==> config.mk <==
export PLATFORM = sky130hd
export DESIGN_NAME = pp_port
export DESIGN_NICKNAME = d
export VERILOG_FILES = /design/src/rtl/pp_port_pkg.sv /design/src/rtl/pp_mem_if.sv /design/src/rtl/pp_entry_detect.sv /design/src/rtl/pp_port.sv /design/src/rtl/pp_store.sv
export SDC_FILE = /design/constraint.sdc
export NUM_CORES = 2
export LEC_CHECK = 0
export BUFFER_PORTS_ARGS = -buffer_cell sky130_fd_sc_hd__buf_2
export CAP_MARGIN = 20
export CORE_ASPECT_RATIO = 0.75
export CORE_MARGIN = 1
export CORE_UTILIZATION = 60
export DETAILED_ROUTE_END_ITERATION = 10
export PLACE_DENSITY_LB_ADDON = 0.1
export SYNTH_ARGS = -nofsm -noshare
export SYNTH_HDL_FRONTEND = slang
export SYNTH_HIERARCHICAL = 1
export SYNTH_SLANG_ARGS = --single-unit
==> constraint.sdc <==
create_clock -name mclk_in -period 6.9 [get_ports mclk_in]
set_input_delay 0.345 -clock mclk_in [delete_from_list [all_inputs] [get_ports mclk_in]]
set_output_delay 0.345 -clock mclk_in [all_outputs]
set_load 0.03 [all_outputs]
==> src/rtl/pp_port_pkg.sv <==
//------------------------------------------------------------
// Purpose: Shared constants and types for the parallel programming port
// Assumes: Single 25 MHz clock, all pins synchronous to it
// Notes: Command codes, action codes, page geometry, timing
//------------------------------------------------------------
package pp_port_pkg;
	// Clock period and pin timing
	localparam int CLK_PERIOD_NS = 40;
	localparam int ENTRY_STABLE_NS = 100;
	localparam int ENTRY_STABLE_CYC = (ENTRY_STABLE_NS + CLK_PERIOD_NS - 1) / CLK_PERIOD_NS;
	localparam int ENTRY_TOGGLES = 6;
	// Action codes on the two action-select bits
	localparam logic [1:0] ACT_ADDR = 2'h0;
	localparam logic [1:0] ACT_DATA = 2'h1;
	localparam logic [1:0] ACT_CMD = 2'h2;
	localparam logic [1:0] ACT_IDLE = 2'h3;
	// Command bytes
	localparam logic [7:0] CMD_NOP = 8'h00;
	localparam logic [7:0] CMD_CHIP_ERASE = 8'h80;
	localparam logic [7:0] CMD_WR_FUSE = 8'h40;
	localparam logic [7:0] CMD_WR_LOCK = 8'h20;
	localparam logic [7:0] CMD_WR_FLASH = 8'h10;
	localparam logic [7:0] CMD_WR_EEPROM = 8'h11;
	localparam logic [7:0] CMD_RD_SIG = 8'h08;
	localparam logic [7:0] CMD_RD_FUSE_LOCK = 8'h04;
	localparam logic [7:0] CMD_RD_FLASH = 8'h02;
	localparam logic [7:0] CMD_RD_EEPROM = 8'h03;
	// Page geometry
	localparam int FLASH_WORD_BITS = 5;
	localparam int FLASH_PAGE_BITS = 7;
	localparam int EE_BYTE_BITS = 2;
	localparam int EE_PAGE_BITS = 7;
	localparam logic [7:0] ERASED_BYTE = 8'hFF;
	localparam logic [15:0] ERASED_WORD = 16'hFFFF;
	localparam logic [7:0] SIG_DEFAULT = 8'h5A; // Arbitrary identity value
	localparam logic [3:0] ENTRY_PATTERN = 4'h0;
	// Decoded operations
	typedef enum logic [3:0] {
		OP_NONE, OP_ERASE, OP_WFUSE, OP_WLOCK, OP_WFLASH, OP_WEE,
		OP_RSIG, OP_RFUSE, OP_RFLASH, OP_REE
	} op_t;
endpackage : pp_port_pkg

==> src/rtl/pp_mem_if.sv <==
//------------------------------------------------------------
// Purpose: Carrier between the port control and its storage
// Assumes: One clock domain
// Notes: Write strobes are one-cycle pulses
//------------------------------------------------------------
interface pp_mem_if;
	logic [11:0] addr;
	logic [15:0] wdata;
	logic latch_pulse;
	logic flash_commit;
	logic ee_commit;
	logic erase_pulse;
	logic fuse_lo_we;
	logic fuse_hi_we;
	logic lock_we;
	logic [15:0] flash_rdata;
	logic [7:0] ee_rdata;
	logic [7:0] fuse_lo;
	logic [7:0] fuse_hi;
	logic [7:0] lock_bits;
	modport ctrl (output addr, wdata, latch_pulse, flash_commit, ee_commit, erase_pulse,
		fuse_lo_we, fuse_hi_we, lock_we, input flash_rdata, ee_rdata, fuse_lo, fuse_hi, lock_bits);
	modport mem (input addr, wdata, latch_pulse, flash_commit, ee_commit, erase_pulse,
		fuse_lo_we, fuse_hi_we, lock_we, output flash_rdata, ee_rdata, fuse_lo, fuse_hi, lock_bits);
endinterface : pp_mem_if

==> src/rtl/pp_entry_detect.sv <==
//------------------------------------------------------------
// Purpose: Decide programming-mode entry from pin pattern and high voltage
// Assumes: hv_reset_in is a level telling that reset sits at programming voltage
// Notes: Entry fails if the pattern moves inside the stable window
//------------------------------------------------------------
module pp_entry_detect
	import pp_port_pkg::*;
(
	input wire logic mclk_in,
	input wire logic resetn_in,
	input wire logic hv_reset_in,
	input wire logic [3:0] prog_enable_in,
	output logic prog_mode_out
);
	logic [7:0] cnt_r, cnt_nxt;
	logic mode_r, mode_nxt;
	logic failed_r, failed_nxt;

	// Count stable cycles after high voltage arrives
	always_comb begin
		cnt_nxt = cnt_r;
		mode_nxt = mode_r;
		failed_nxt = failed_r;
		if (!hv_reset_in) begin
			cnt_nxt = '0;
			mode_nxt = 1'b0;
			failed_nxt = 1'b0;
		end else if (!mode_r && !failed_r) begin
			if (prog_enable_in != ENTRY_PATTERN) begin
				failed_nxt = 1'b1;
			end else if (cnt_r >= 8'(ENTRY_STABLE_CYC)) begin
				mode_nxt = 1'b1;
			end else begin
				cnt_nxt = cnt_r + 8'h01;
			end
		end
	end

	// Register entry state
	always_ff @(posedge mclk_in or negedge resetn_in) begin
		if (!resetn_in) begin
			cnt_r <= 8'h00;
			mode_r <= 1'b0;
			failed_r <= 1'b0;
		end else begin
			cnt_r <= cnt_nxt;
			mode_r <= mode_nxt;
			failed_r <= failed_nxt;
		end
	end

	assign prog_mode_out = mode_r;
endmodule : pp_entry_detect

==> src/rtl/pp_port.sv <==
//------------------------------------------------------------
// Purpose: Parallel programming port of a small microcontroller
// Assumes: All pins synchronous to mclk_in; high voltage reported as a level
// Notes: Edges of the load, page latch and write strobes are found by sampling
//------------------------------------------------------------
module pp_port
	import pp_port_pkg::*;
#(
	parameter int PROG_CYCLES = 100,
	parameter int ERASE_CYCLES = 200,
	parameter int FLASH_WORDS = 64,
	parameter int EE_BYTES = 16
) (
	input wire logic mclk_in,
	input wire logic resetn_in,
	input wire logic hv_reset_in,
	input wire logic load_strobe_clock_in,
	input wire logic action_code_bit0_in,
	input wire logic action_code_bit1_in,
	input wire logic byte_sel_low_high_in,
	input wire logic byte_sel_extra_in,
	input wire logic page_latch_strobe_in,
	input wire logic write_n_in,
	input wire logic output_enable_n_in,
	input wire logic [7:0] data_in,
	output logic [7:0] data_out,
	output logic data_oe_out,
	output logic ready_busy_out,
	output logic prog_mode_out
);
	typedef enum logic [1:0] {ST_READY, ST_BUSY} pstate_t;

	pp_mem_if mif ();
	logic prog_mode;
	logic xt_d_r, pl_d_r, wr_d_r;
	logic [7:0] cmd_r, cmd_nxt;
	logic [11:0] addr_r, addr_nxt;
	logic [15:0] wdata_r, wdata_nxt;
	logic armed_r, armed_nxt;
	pstate_t st_r, st_nxt;
	op_t pend_r, pend_nxt;
	logic [15:0] busy_cnt_r, busy_cnt_nxt;
	logic [7:0] dout_r, dout_nxt;
	logic xt_rise, pl_rise, wr_fall;
	op_t op;
	logic [1:0] action;

	//------------------------------------------------------------
	// Entry detection and storage
	//------------------------------------------------------------
	pp_entry_detect u_entry (
		.mclk_in(mclk_in),
		.resetn_in(resetn_in),
		.hv_reset_in(hv_reset_in),
		.prog_enable_in({page_latch_strobe_in, action_code_bit1_in, action_code_bit0_in, byte_sel_low_high_in}),
		.prog_mode_out(prog_mode)
	);

	pp_store #(.FLASH_WORDS(FLASH_WORDS), .EE_BYTES(EE_BYTES)) u_store (
		.mclk_in(mclk_in),
		.resetn_in(resetn_in),
		.mem(mif.mem)
	);

	//------------------------------------------------------------
	// Strobe edge detection
	//------------------------------------------------------------
	// Previous strobe levels
	always_ff @(posedge mclk_in or negedge resetn_in) begin
		if (!resetn_in) begin
			xt_d_r <= 1'b0;
			pl_d_r <= 1'b0;
			wr_d_r <= 1'b1;
		end else begin
			xt_d_r <= load_strobe_clock_in;
			pl_d_r <= page_latch_strobe_in;
			wr_d_r <= write_n_in;
		end
	end

	assign wr_fall = prog_mode && wr_d_r && !write_n_in;
	assign xt_rise = prog_mode && !xt_d_r && load_strobe_clock_in;
	assign pl_rise = prog_mode && !pl_d_r && page_latch_strobe_in;
	assign action = {action_code_bit1_in, action_code_bit0_in};

	// Command decode
	always_comb begin
		unique case (cmd_r)
			CMD_CHIP_ERASE: op = OP_ERASE;
			CMD_WR_FLASH: op = OP_WFLASH;
			CMD_WR_EEPROM: op = OP_WEE;
			CMD_WR_FUSE: op = OP_WFUSE;
			CMD_WR_LOCK: op = OP_WLOCK;
			CMD_RD_FUSE_LOCK: op = OP_RFUSE;
			CMD_RD_SIG: op = OP_RSIG;
			CMD_RD_FLASH: op = OP_RFLASH;
			CMD_RD_EEPROM: op = OP_REE;
			default: op = OP_NONE;
		endcase
	end

	//------------------------------------------------------------
	// Load latches
	//------------------------------------------------------------
	// Command, address and data latches plus write arming
	always_comb begin
		cmd_nxt = cmd_r;
		addr_nxt = addr_r;
		wdata_nxt = wdata_r;
		armed_nxt = armed_r;
		if (xt_rise) begin
			unique case (action)
				ACT_ADDR: begin
					if (byte_sel_low_high_in) addr_nxt[11:8] = data_in[3:0];
					else addr_nxt[7:0] = data_in;
				end
				ACT_DATA: begin
					if (byte_sel_low_high_in) wdata_nxt[15:8] = data_in;
					else wdata_nxt[7:0] = data_in;
				end
				ACT_CMD: begin
					cmd_nxt = data_in;
					armed_nxt = (data_in != CMD_NOP);
				end
				ACT_IDLE: ;
			endcase
		end
		if (!prog_mode) armed_nxt = 1'b0;
	end

	// Register latches
	always_ff @(posedge mclk_in or negedge resetn_in) begin
		if (!resetn_in) begin
			cmd_r <= CMD_NOP;
			addr_r <= 12'h000;
			wdata_r <= ERASED_WORD;
			armed_r <= 1'b0;
		end else begin
			cmd_r <= cmd_nxt;
			addr_r <= addr_nxt;
			wdata_r <= wdata_nxt;
			armed_r <= armed_nxt;
		end
	end

	//------------------------------------------------------------
	// Operation sequencer
	//------------------------------------------------------------
	// Busy timing of erase and program operations
	always_comb begin
		st_nxt = st_r;
		pend_nxt = pend_r;
		busy_cnt_nxt = busy_cnt_r;
		unique case (st_r)
			ST_READY: begin
				if (wr_fall && armed_r && (op == OP_ERASE || op == OP_WFLASH || op == OP_WEE ||
						op == OP_WFUSE || op == OP_WLOCK)) begin
					st_nxt = ST_BUSY;
					pend_nxt = op;
					busy_cnt_nxt = (op == OP_ERASE) ? 16'(ERASE_CYCLES) : 16'(PROG_CYCLES);
				end
			end
			ST_BUSY: begin
				if (busy_cnt_r <= 16'h0001) begin
					st_nxt = ST_READY;
					pend_nxt = OP_NONE;
					busy_cnt_nxt = 16'h0000;
				end else begin
					busy_cnt_nxt = busy_cnt_r - 16'h0001;
				end
			end
			default: st_nxt = ST_READY;
		endcase
		if (!prog_mode) begin
			st_nxt = ST_READY;
			pend_nxt = OP_NONE;
			busy_cnt_nxt = 16'h0000;
		end
	end

	// Register sequencer
	always_ff @(posedge mclk_in or negedge resetn_in) begin
		if (!resetn_in) begin
			st_r <= ST_READY;
			pend_r <= OP_NONE;
			busy_cnt_r <= 16'h0000;
		end else begin
			st_r <= st_nxt;
			pend_r <= pend_nxt;
			busy_cnt_r <= busy_cnt_nxt;
		end
	end

	// Erase, commit and write enables fire as the write strobe starts an operation; latch_pulse fires on the page latch rise
	assign mif.addr = addr_r;
	assign mif.wdata = wdata_r;
	assign mif.latch_pulse = pl_rise && armed_r && (op == OP_WFLASH || op == OP_WEE);
	assign mif.erase_pulse = (st_r == ST_READY) && (st_nxt == ST_BUSY) && op == OP_ERASE;
	assign mif.flash_commit = (st_r == ST_READY) && (st_nxt == ST_BUSY) && op == OP_WFLASH;
	assign mif.ee_commit = (st_r == ST_READY) && (st_nxt == ST_BUSY) && op == OP_WEE;
	assign mif.fuse_lo_we = (st_r == ST_READY) && (st_nxt == ST_BUSY) && op == OP_WFUSE &&
		!byte_sel_low_high_in && !byte_sel_extra_in;
	assign mif.fuse_hi_we = (st_r == ST_READY) && (st_nxt == ST_BUSY) && op == OP_WFUSE &&
		byte_sel_low_high_in && !byte_sel_extra_in;
	assign mif.lock_we = (st_r == ST_READY) && (st_nxt == ST_BUSY) && op == OP_WLOCK;

	//------------------------------------------------------------
	// Read path
	//------------------------------------------------------------
	// Select read byte from the loaded command and byte selects
	always_comb begin
		dout_nxt = dout_r;
		if (!output_enable_n_in) begin
			unique case (op)
				OP_RFLASH: dout_nxt = byte_sel_low_high_in ? mif.flash_rdata[15:8] : mif.flash_rdata[7:0];
				OP_REE: dout_nxt = mif.ee_rdata;
				OP_RFUSE: begin
					if (byte_sel_extra_in) dout_nxt = mif.lock_bits;
					else if (byte_sel_low_high_in) dout_nxt = mif.fuse_hi;
					else dout_nxt = mif.fuse_lo;
				end
				OP_RSIG: dout_nxt = SIG_DEFAULT;
				default: dout_nxt = ERASED_BYTE;
			endcase
		end
	end

	// Register read data
	always_ff @(posedge mclk_in or negedge resetn_in) begin
		if (!resetn_in) dout_r <= 8'h00;
		else dout_r <= dout_nxt;
	end

	assign data_out = dout_r;
	assign data_oe_out = prog_mode && !output_enable_n_in;
	assign ready_busy_out = (st_r == ST_READY);
	assign prog_mode_out = prog_mode;
endmodule : pp_port

==> src/rtl/pp_store.sv <==
//------------------------------------------------------------
// Purpose: Page buffers, memory arrays and fuse/lock storage
// Assumes: Small flip-flop arrays stand in for the nonvolatile cells
// Notes: Erase sets memories and lock bits to the erased value
//------------------------------------------------------------
module pp_store
	import pp_port_pkg::*;
#(
	parameter int FLASH_WORDS = 64,
	parameter int EE_BYTES = 16
) (
	input wire logic mclk_in,
	input wire logic resetn_in,
	pp_mem_if.mem mem
);
	localparam int FPG = 1 << FLASH_WORD_BITS;
	localparam int EPG = 1 << EE_BYTE_BITS;
	logic [15:0] fbuf_r [FPG];
	logic [7:0] ebuf_r [EPG];
	logic [15:0] flash_r [FLASH_WORDS];
	logic [7:0] ee_r [EE_BYTES];
	logic [7:0] fuse_lo_r, fuse_hi_r, lock_r;
	logic [FLASH_WORD_BITS-1:0] widx;
	logic [EE_BYTE_BITS-1:0] bidx;
	logic [11:0] fpage_base, epage_base;

	assign widx = mem.addr[FLASH_WORD_BITS-1:0];
	assign bidx = mem.addr[EE_BYTE_BITS-1:0];
	assign fpage_base = {mem.addr[11:FLASH_WORD_BITS], {FLASH_WORD_BITS{1'b0}}};
	assign epage_base = {mem.addr[11:EE_BYTE_BITS], {EE_BYTE_BITS{1'b0}}};

	// Per-entry storage, page buffers and commits
	genvar i;
	generate
		for (i = 0; i < FPG; i++) begin : g_fbuf
			always_ff @(posedge mclk_in or negedge resetn_in) begin
				if (!resetn_in) fbuf_r[i] <= ERASED_WORD;
				else if (mem.latch_pulse && widx == i) fbuf_r[i] <= mem.wdata;
			end
		end
		for (i = 0; i < EPG; i++) begin : g_ebuf
			always_ff @(posedge mclk_in or negedge resetn_in) begin
				if (!resetn_in) ebuf_r[i] <= ERASED_BYTE;
				else if (mem.latch_pulse && bidx == i) ebuf_r[i] <= mem.wdata[7:0];
			end
		end
		for (i = 0; i < FLASH_WORDS; i++) begin : g_flash
			always_ff @(posedge mclk_in or negedge resetn_in) begin
				if (!resetn_in) flash_r[i] <= ERASED_WORD;
				else if (mem.erase_pulse) flash_r[i] <= ERASED_WORD;
				else if (mem.flash_commit && (fpage_base >> FLASH_WORD_BITS) == (12'(i) >> FLASH_WORD_BITS))
					flash_r[i] <= fbuf_r[i % FPG];
			end
		end
		for (i = 0; i < EE_BYTES; i++) begin : g_ee
			always_ff @(posedge mclk_in or negedge resetn_in) begin
				if (!resetn_in) ee_r[i] <= ERASED_BYTE;
				else if (mem.erase_pulse) ee_r[i] <= ERASED_BYTE;
				else if (mem.ee_commit && (epage_base >> EE_BYTE_BITS) == (12'(i) >> EE_BYTE_BITS))
					ee_r[i] <= ebuf_r[i % EPG];
			end
		end
	endgenerate

	// Fuse and lock storage; lock writes can only clear bits, erase sets lock bits back
	always_ff @(posedge mclk_in or negedge resetn_in) begin
		if (!resetn_in) begin
			fuse_lo_r <= ERASED_BYTE;
			fuse_hi_r <= ERASED_BYTE;
			lock_r <= ERASED_BYTE;
		end else begin
			if (mem.fuse_lo_we) fuse_lo_r <= mem.wdata[7:0];
			if (mem.fuse_hi_we) fuse_hi_r <= mem.wdata[7:0];
			if (mem.erase_pulse) lock_r <= ERASED_BYTE;
			else if (mem.lock_we) lock_r <= lock_r & mem.wdata[7:0];
		end
	end

	assign mem.flash_rdata = flash_r[mem.addr % FLASH_WORDS];
	assign mem.ee_rdata = ee_r[mem.addr % EE_BYTES];
	assign mem.fuse_lo = fuse_lo_r;
	assign mem.fuse_hi = fuse_hi_r;
	assign mem.lock_bits = lock_r;
endmodule : pp_store

== Yosys cells after proc, flatten, opt, wreduce, memory -nomap -nowiden ==
Cells that the tools add are included.
Word-level totals
  output and inout bits: 11
  flip-flop bits (word level): 1796
  input port bits: 19
Cells by class
  $lt $le $gt $ge: 4
  $add $sub $neg: 2
  multiplexer cells: 196
  equality and inequality tests: 69
  bitwise operators: 4
  reductions and logical operators: 102
Operator list (number)
  $mux 16: 133
  $mux 8: 44
  $bmux 16 s6: 1
  $eq 5x5->1 const B: 16
  $logic_and 1x1->1: 64
  $eq 5x4->1 const B: 8
  $pmux 4 s9: 1
  $ge 33x5->1 const B: 1
  $ge 33x7->1 const B: 1
  $not 4->33: 1
  $not 6->33: 1
  $bmux 8 s4: 1
  $pmux 16 s2: 1
  $pmux 8 s4: 1
  $logic_not 12->1: 2
  $eq 10x2->1 const B: 2
  $eq 5x3->1 const B: 4
  $reduce_and 3->1: 6
  $eq 4x3->1 const B: 4
  $eq 8x2->1 const B: 2
  $eq 8x5->1 const B: 2
  $le 16x1->1 const B: 1
  $sub 16x1->16 const B: 1
  $reduce_bool 2->1: 7
  31 further kinds: 72

== Logic depth before layout (Yosys ltp) ==
  depth after elaboration: 17
  depth in mapped cells: 12
  depth with buffers taken out: 8

== Hierarchy ==
Netlist, hierarchy kept.
Modules (own cells, without submodules)
  pp_store: times used 1, cells an instance 4886, area an instance 74146.1 um^2
  pp_port: times used 1, cells an instance 352, area an instance 3664.8 um^2
  pp_entry_detect: times used 1, cells an instance 34, area an instance 426.7 um^2

== Worst setup path after synthesis ==
Ideal clock, no wire load.
  path type: register -> register
  start point: reg cmd_r[7]
  end point: reg u_store/fbuf_r[181] (netlist bit)
  buffers on the path: 3
  path slack: 3.839 ns
  cell stages (with the launch flop): 11
  data arrival time: 2.979 ns
  library setup time: 0.082 ns
  cell sequence: dfrtp_1 > clkbuf_1 > or3_1 > nor3_1 > nand2_1 > nor2_1 > or3b_2 > buf_2 > nor2_2 > buf_4 > mux2_2
On the way
  cells in the longest elaborated chain, start to end: 6
  elaborated cells between the ends (all ways): 15
  those cells by class: eq/ne (11); mux (1); reduce/logical (3)
RTL lines
  start, declared: line pp_port.sv:36  | logic [7:0] cmd_r, cmd_nxt;
  start signal, assigned: line pp_port.sv:139  | cmd_r <= cmd_nxt;
  $eq 8x2->1, or another cell as far along: line pp_port.sv:88  | unique case (cmd_r)
  $pmux 4 s9 *: line pp_port.sv:88
  $eq 4x3->1: line pp_port.sv:197  | assign mif.latch_pulse = pl_rise && armed_r && (op == OP_WFLASH || op == OP_WEE);
  $logic_or 1x1->1 *: line pp_port.sv:197
  $logic_and 1x1->1 *: line pp_port.sv:197
  via mif.latch_pulse: line pp_mem_if.sv:9  | logic latch_pulse;
  $logic_and 1x1->1 *: line pp_store.sv:38  | else if (mem.latch_pulse && widx == i) fbuf_r[i] <= mem.wdata;
  end signal, assigned by index: line pp_store.sv:38
  end, declared: line pp_store.sv:18  | logic [15:0] fbuf_r [FPG];
Mark *: on every way through the listed nets, which the timed path passes. The rest lies on a longest branch.
A chain may end at the register's enable or synchronous reset.

== Worst setup path after layout ==
  start point: reg u_entry.mode_r (netlist: u_entry/prog_mode_out)
  end point: reg u_store/flash_r[390] (netlist bit)
On the way
  elaborated cells between the ends (all ways): 14
  those cells by class: eq/ne (1); mux (4); reduce/logical (9)
RTL lines
  start, declared: line pp_entry_detect.sv:16  | logic mode_r, mode_nxt;
  start signal, assigned: line pp_entry_detect.sv:47  | mode_r <= mode_nxt;
  $logic_and 1x1->1 (2 in series): line pp_port.sv:81  | assign wr_fall = prog_mode && wr_d_r && !write_n_in;
  $logic_and 1x1->1 (2 in series): line pp_port.sv:156  | if (wr_fall && armed_r && (op == OP_ERASE || op == OP_WFLASH || op == OP_WEE ||
  $mux 2: line pp_port.sv:156
  $pmux 2 s2: line pp_port.sv:154  | unique case (st_r)
  $mux 2 *: line pp_port.sv:174  | if (!prog_mode) begin
  $eq 2x1->1 *: line pp_port.sv:198  | assign mif.erase_pulse = (st_r == ST_READY) && (st_nxt == ST_BUSY) && op == OP_ERASE;
  $logic_and 1x1->1 * (2 in series): line pp_port.sv:198
  via mif.erase_pulse: line pp_mem_if.sv:12  | logic erase_pulse;
  $mux 16 / $reduce_bool 2->1 (equally long branches)
  end signal, assigned by index: line pp_store.sv:52  | flash_r[i] <= fbuf_r[i % FPG];
  end, declared: line pp_store.sv:20  | logic [15:0] flash_r [FLASH_WORDS];
Marked as above.

==> run_results.csv <==
group,metric,value,unit
worst_hold_path,hold_class,"primary input to flop",
placement,place_hpwl,117000,um
worst_setup_path,crit_type,"flop to flop",
logic_synthesis,synth_fa_ha_area_share,0.0480,%
worst_setup_path,reg2reg_depth,9,
logic_synthesis,yosys_warnings,6,
sta,slew_violations,0,
die,start_util,60.6,%
die,die_h,315,um
logic_synthesis,yosysSeqAreaShare,60.2,%
drt,route.vias.total,47400,
worst_setup_path,critPathLaunchType,"flop",
die,coreArea,129000,um^2
final_layout,layout_commonest_cell,"dfstp_2",
sta,fin_tns_setup,0,ps
drt,drt_iter0_drc,4565,
flow_run,max_cap_violations,0,
outcome,outcome,"completed",
logic_synthesis,synthTopCellsByArea,"dfstp_2 58%, o22a_1 11%, mux2_2 8.7%",
sta,layout_setup_ws,1340,ps
clocking,root_buffer,"clkbuf_16",
global_route,antenna_found_initial,6,
drt,ant_nets,0,
logic_synthesis,synthXorXnorAreaFrac,0.0336,%
logic_synthesis,muxShareOfSynthArea,17.1,%
clocking,clk_latency,810,ps
clocking,clockBufferDepth,3,
drt,viasPerCell,6.79,
logic_synthesis,synth_nets,5294,
power_and_ir_drop,power.share.combinational,1.3,%
worst_setup_path,crit_path_end_kind,"flop",
sta,rsz0062_at_grt,"false",
sta,finalHoldViolCount,0,
power_and_ir_drop,seqPwrFrac,51.8,%
clocking,clock-sinks,1796,
die,dieArea,132000,um^2
logic_synthesis,ys_dominant_reg_cell,"dfstp_2",
global_route,grt_pass1_wl,321000,um
clocking,cts_made_buffers,169,
placement,portBuffers,29,
logic_synthesis,synth_largest_area_cell,"dfstp_2",
power_and_ir_drop,power.density,241,nW/um^2
sta,max_freq,180,MHz
worst_hold_path,min_path_cells,4,
clocking,cts_tree,"yes",
drt,drc,0,
clocking,cts_resized,0,
clocking,htreeDepth,4,
drt,drt_pre_antenna_iters,6,
sta,slew_headroom,18.1,%
worst_setup_path,timing.rr.end,"u_store/flash_r[390]",
placement,place_congestion,0.828,
worst_hold_path,hold_start,"action_code_bit1_in",
die,core.rowCount,114,
final_layout,area_delta_synth_final,8.49,%
sta,whs,96.2,ps
global_route,overflow,0,
worst_setup_path,cp.arrival,6300,ps
final_layout,fillCellCount,9205,
logic_synthesis,synth_cell_types,75,
power_and_ir_drop,ir_drop,0.300,mV
global_route,grt_max_degree,201,
final_layout,drive_gt1_share,58.7,%
sta,setup-violations-final,0,
placement,place_area,79000,um^2
logic_synthesis,synth_compound_area_share,13.9,%
logic_synthesis,synth_top_family_by_area,"multiplexers",
drt,routedWlPerCell,30.1,um
logic_synthesis,synth_edf_count,0,
global_route,first_global_vias,48200,
worst_setup_path,startpoint,"u_entry/prog_mode_out",
logic_synthesis,synth-simple-area-share,4.84,%
final_layout,stdcell_area,84900,um^2
final_layout,fin_nets,5129,
logic_synthesis,synth_top_area_share,58.3,%
logic_synthesis,syn_area,78200,um^2
power_and_ir_drop,p_leak,32.3,nW
worst_setup_path,reg2reg_from,"u_entry/prog_mode_out",
placement,dp_slack,1460,ps
worst_setup_path,rrSetupSlack,1340,ps
worst_setup_path,cp.required,7640,ps
final_layout,layout_common_cells,"1,737 x dfstp_2, 1,024 x o22a_1, 604 x mux2_2, 424 x nand2_1, 264 x mux4_2",
power_and_ir_drop,swShare,20.9,%
power_and_ir_drop,power.share.clock,46.9,%
worst_hold_path,holdPathEnd,"u_entry/prog_mode_out",
final_layout,ff_latch_area,47100,um^2
power_and_ir_drop,p_int,0.0162,W
sta,skew,23.3,ps
logic_synthesis,syn_inst,5272,
sta,tightest_slew,1230,ps
power_and_ir_drop,power.switching,0.00426,W
logic_synthesis,syn_avg_cell_area,14.8,um^2
die,pin_count,30,
sta,min_period,5560,ps
logic_synthesis,synth_async_sr_flop_share,100,%
sta,finalCritPeriodShare,80.6,%
logic_synthesis,synth-seq-cells,1796,
worst_setup_path,cp_max_fo,77,
global_route,grt_util_all_layers,32.5,%
clocking,clkTransAtPathRegs,60,ps
drt,wl,211000,um
final_layout,multiInputGateArea,28200,um^2
die,die_width,419,um
==> worst max-delay path, stage by stage, from the launching register on <==
cell and delay (ps):
dfrtp_1 740, inv_1 320, or4_1 610, a211o_1 350, nor2_4 110, buf_4 480
or3b_4 930, buf_4 900, buf_4 690, o22a_1 260
==> routing by layer <==
layer | up-vias | global-route usage (%) | routed length [um]
met5 | - | 0 | 0
met1 | 25700 | 48.3 | 94600
met4 | 0 | 10.9 | 7000
met3 | 346 | 6.40 | 14200
met2 | 1545 | 48.3 | 94700
li1 | 19800 | - | -
==> state kept, by name, indices dropped and copies added (netlist names), 12 cells and up <==
register / cells
addr_r: 12
busy_cnt_r: 16
u_store/fbuf_r: 512
mif.wdata: 16
u_store/flash_r: 1024
u_store/ee_r: 128
u_store/ebuf_r: 32
==> power by group through the flow <==
stage | sequential, W | combinational [W] | clock (W)
final | 0.0106 | 0.000258 | 0.00959
after floorplan | 0.0107 | 0.0000164 | 0
after global placement | 0.0107 | 0.000261 | 0
after global routing | 0.0106 | 0.000296 | 0.0102
after detailed placement | 0.0107 | 0.000262 | 0
after CTS | 0.0106 | 0.000270 | 0.00977
==> final cells by class <==
cell class	count	area share, %
multi-input combinational	2959	33.3
clock buffer	253	5.97
clock inverter	50	0.744
inverter	19	0.0840
timing repair buffer	162	1.82
antenna	5	0.0147
tap	1740	2.56
sequential	1796	55.5
==> worst max-delay path by stage <==
stage / to / slack (ps) / cells past startpoint
2_1_floorplan: u_store/fbuf_r[181] / 3840 / 10
3_3_place_gp: u_store/flash_r[310] / 1550 / 9
3_5_place_dp: u_store/flash_r[448] / 1460 / 9
4_1_cts: u_store/flash_r[349] / 1430 / 9
5_1_grt: u_store/flash_r[455] / 1120 / 9
6_report: u_store/flash_r[390] / 1340 / 9
==> cells by family (layout without fill, tap and decap cells) <==
family / Yosys count / count (layout)
adders and majority gates: 3 / 3
AOI/OAI and AO/OA: 1276 / 1276
DFF: 1796 / 1796
and+or+nand+nor: 748 / 748
other: 1 / 6
buffers and inverters: 517 / 484
xor gates and xnor gates: 3 / 3
muxes: 928 / 928
==> Yosys cell counts (6+ instances only) <==
cell type	n
or3_1	6
and2_1	8
o22ai_1	51
a21oi_1	23
nor2_1	27
inv_1	19
o221ai_1	18
nand3b_1	136
a22o_1	16
nor2_2	8
a32oi_1	8
and3_1	6
a221oi_1	16
o22a_1	1024
nand4_1	7
nor2b_1	8
buf_1	14
mux4_2	264
a211o_1	19
mux2i_1	60
nand2b_1	11
a21o_1	10
clkbuf_1	157
buf_4	22
o21ai_0	18
mux2_2	604
a22oi_1	27
nor4_1	10
dfrtp_1	59
nand3_1	28
dfstp_2	1737
nand2_1	424
nor3_1	26
buf_2	203
buf_6	101
a32o_1	18
==> repair_timing <==
item / 4_1_cts / 5_1_grt
hold endpoints to repair: 64 / 0
hold buffers: 16 / 0
buffers inserted: 0 / 0
==> stage by stage <==
step           util [%]  instances  total power (W)
2_1_floorplan         -       5272           0.0108
3_3_place_gp       61.2       6658           0.0110
3_5_place_dp       61.2       6660           0.0110
4_1_cts            65.7       6979           0.0206
5_1_grt            65.7       6979           0.0211
6_report           65.8       6984           0.0204
No activity file was read; power rests on OpenSTA's default activity.
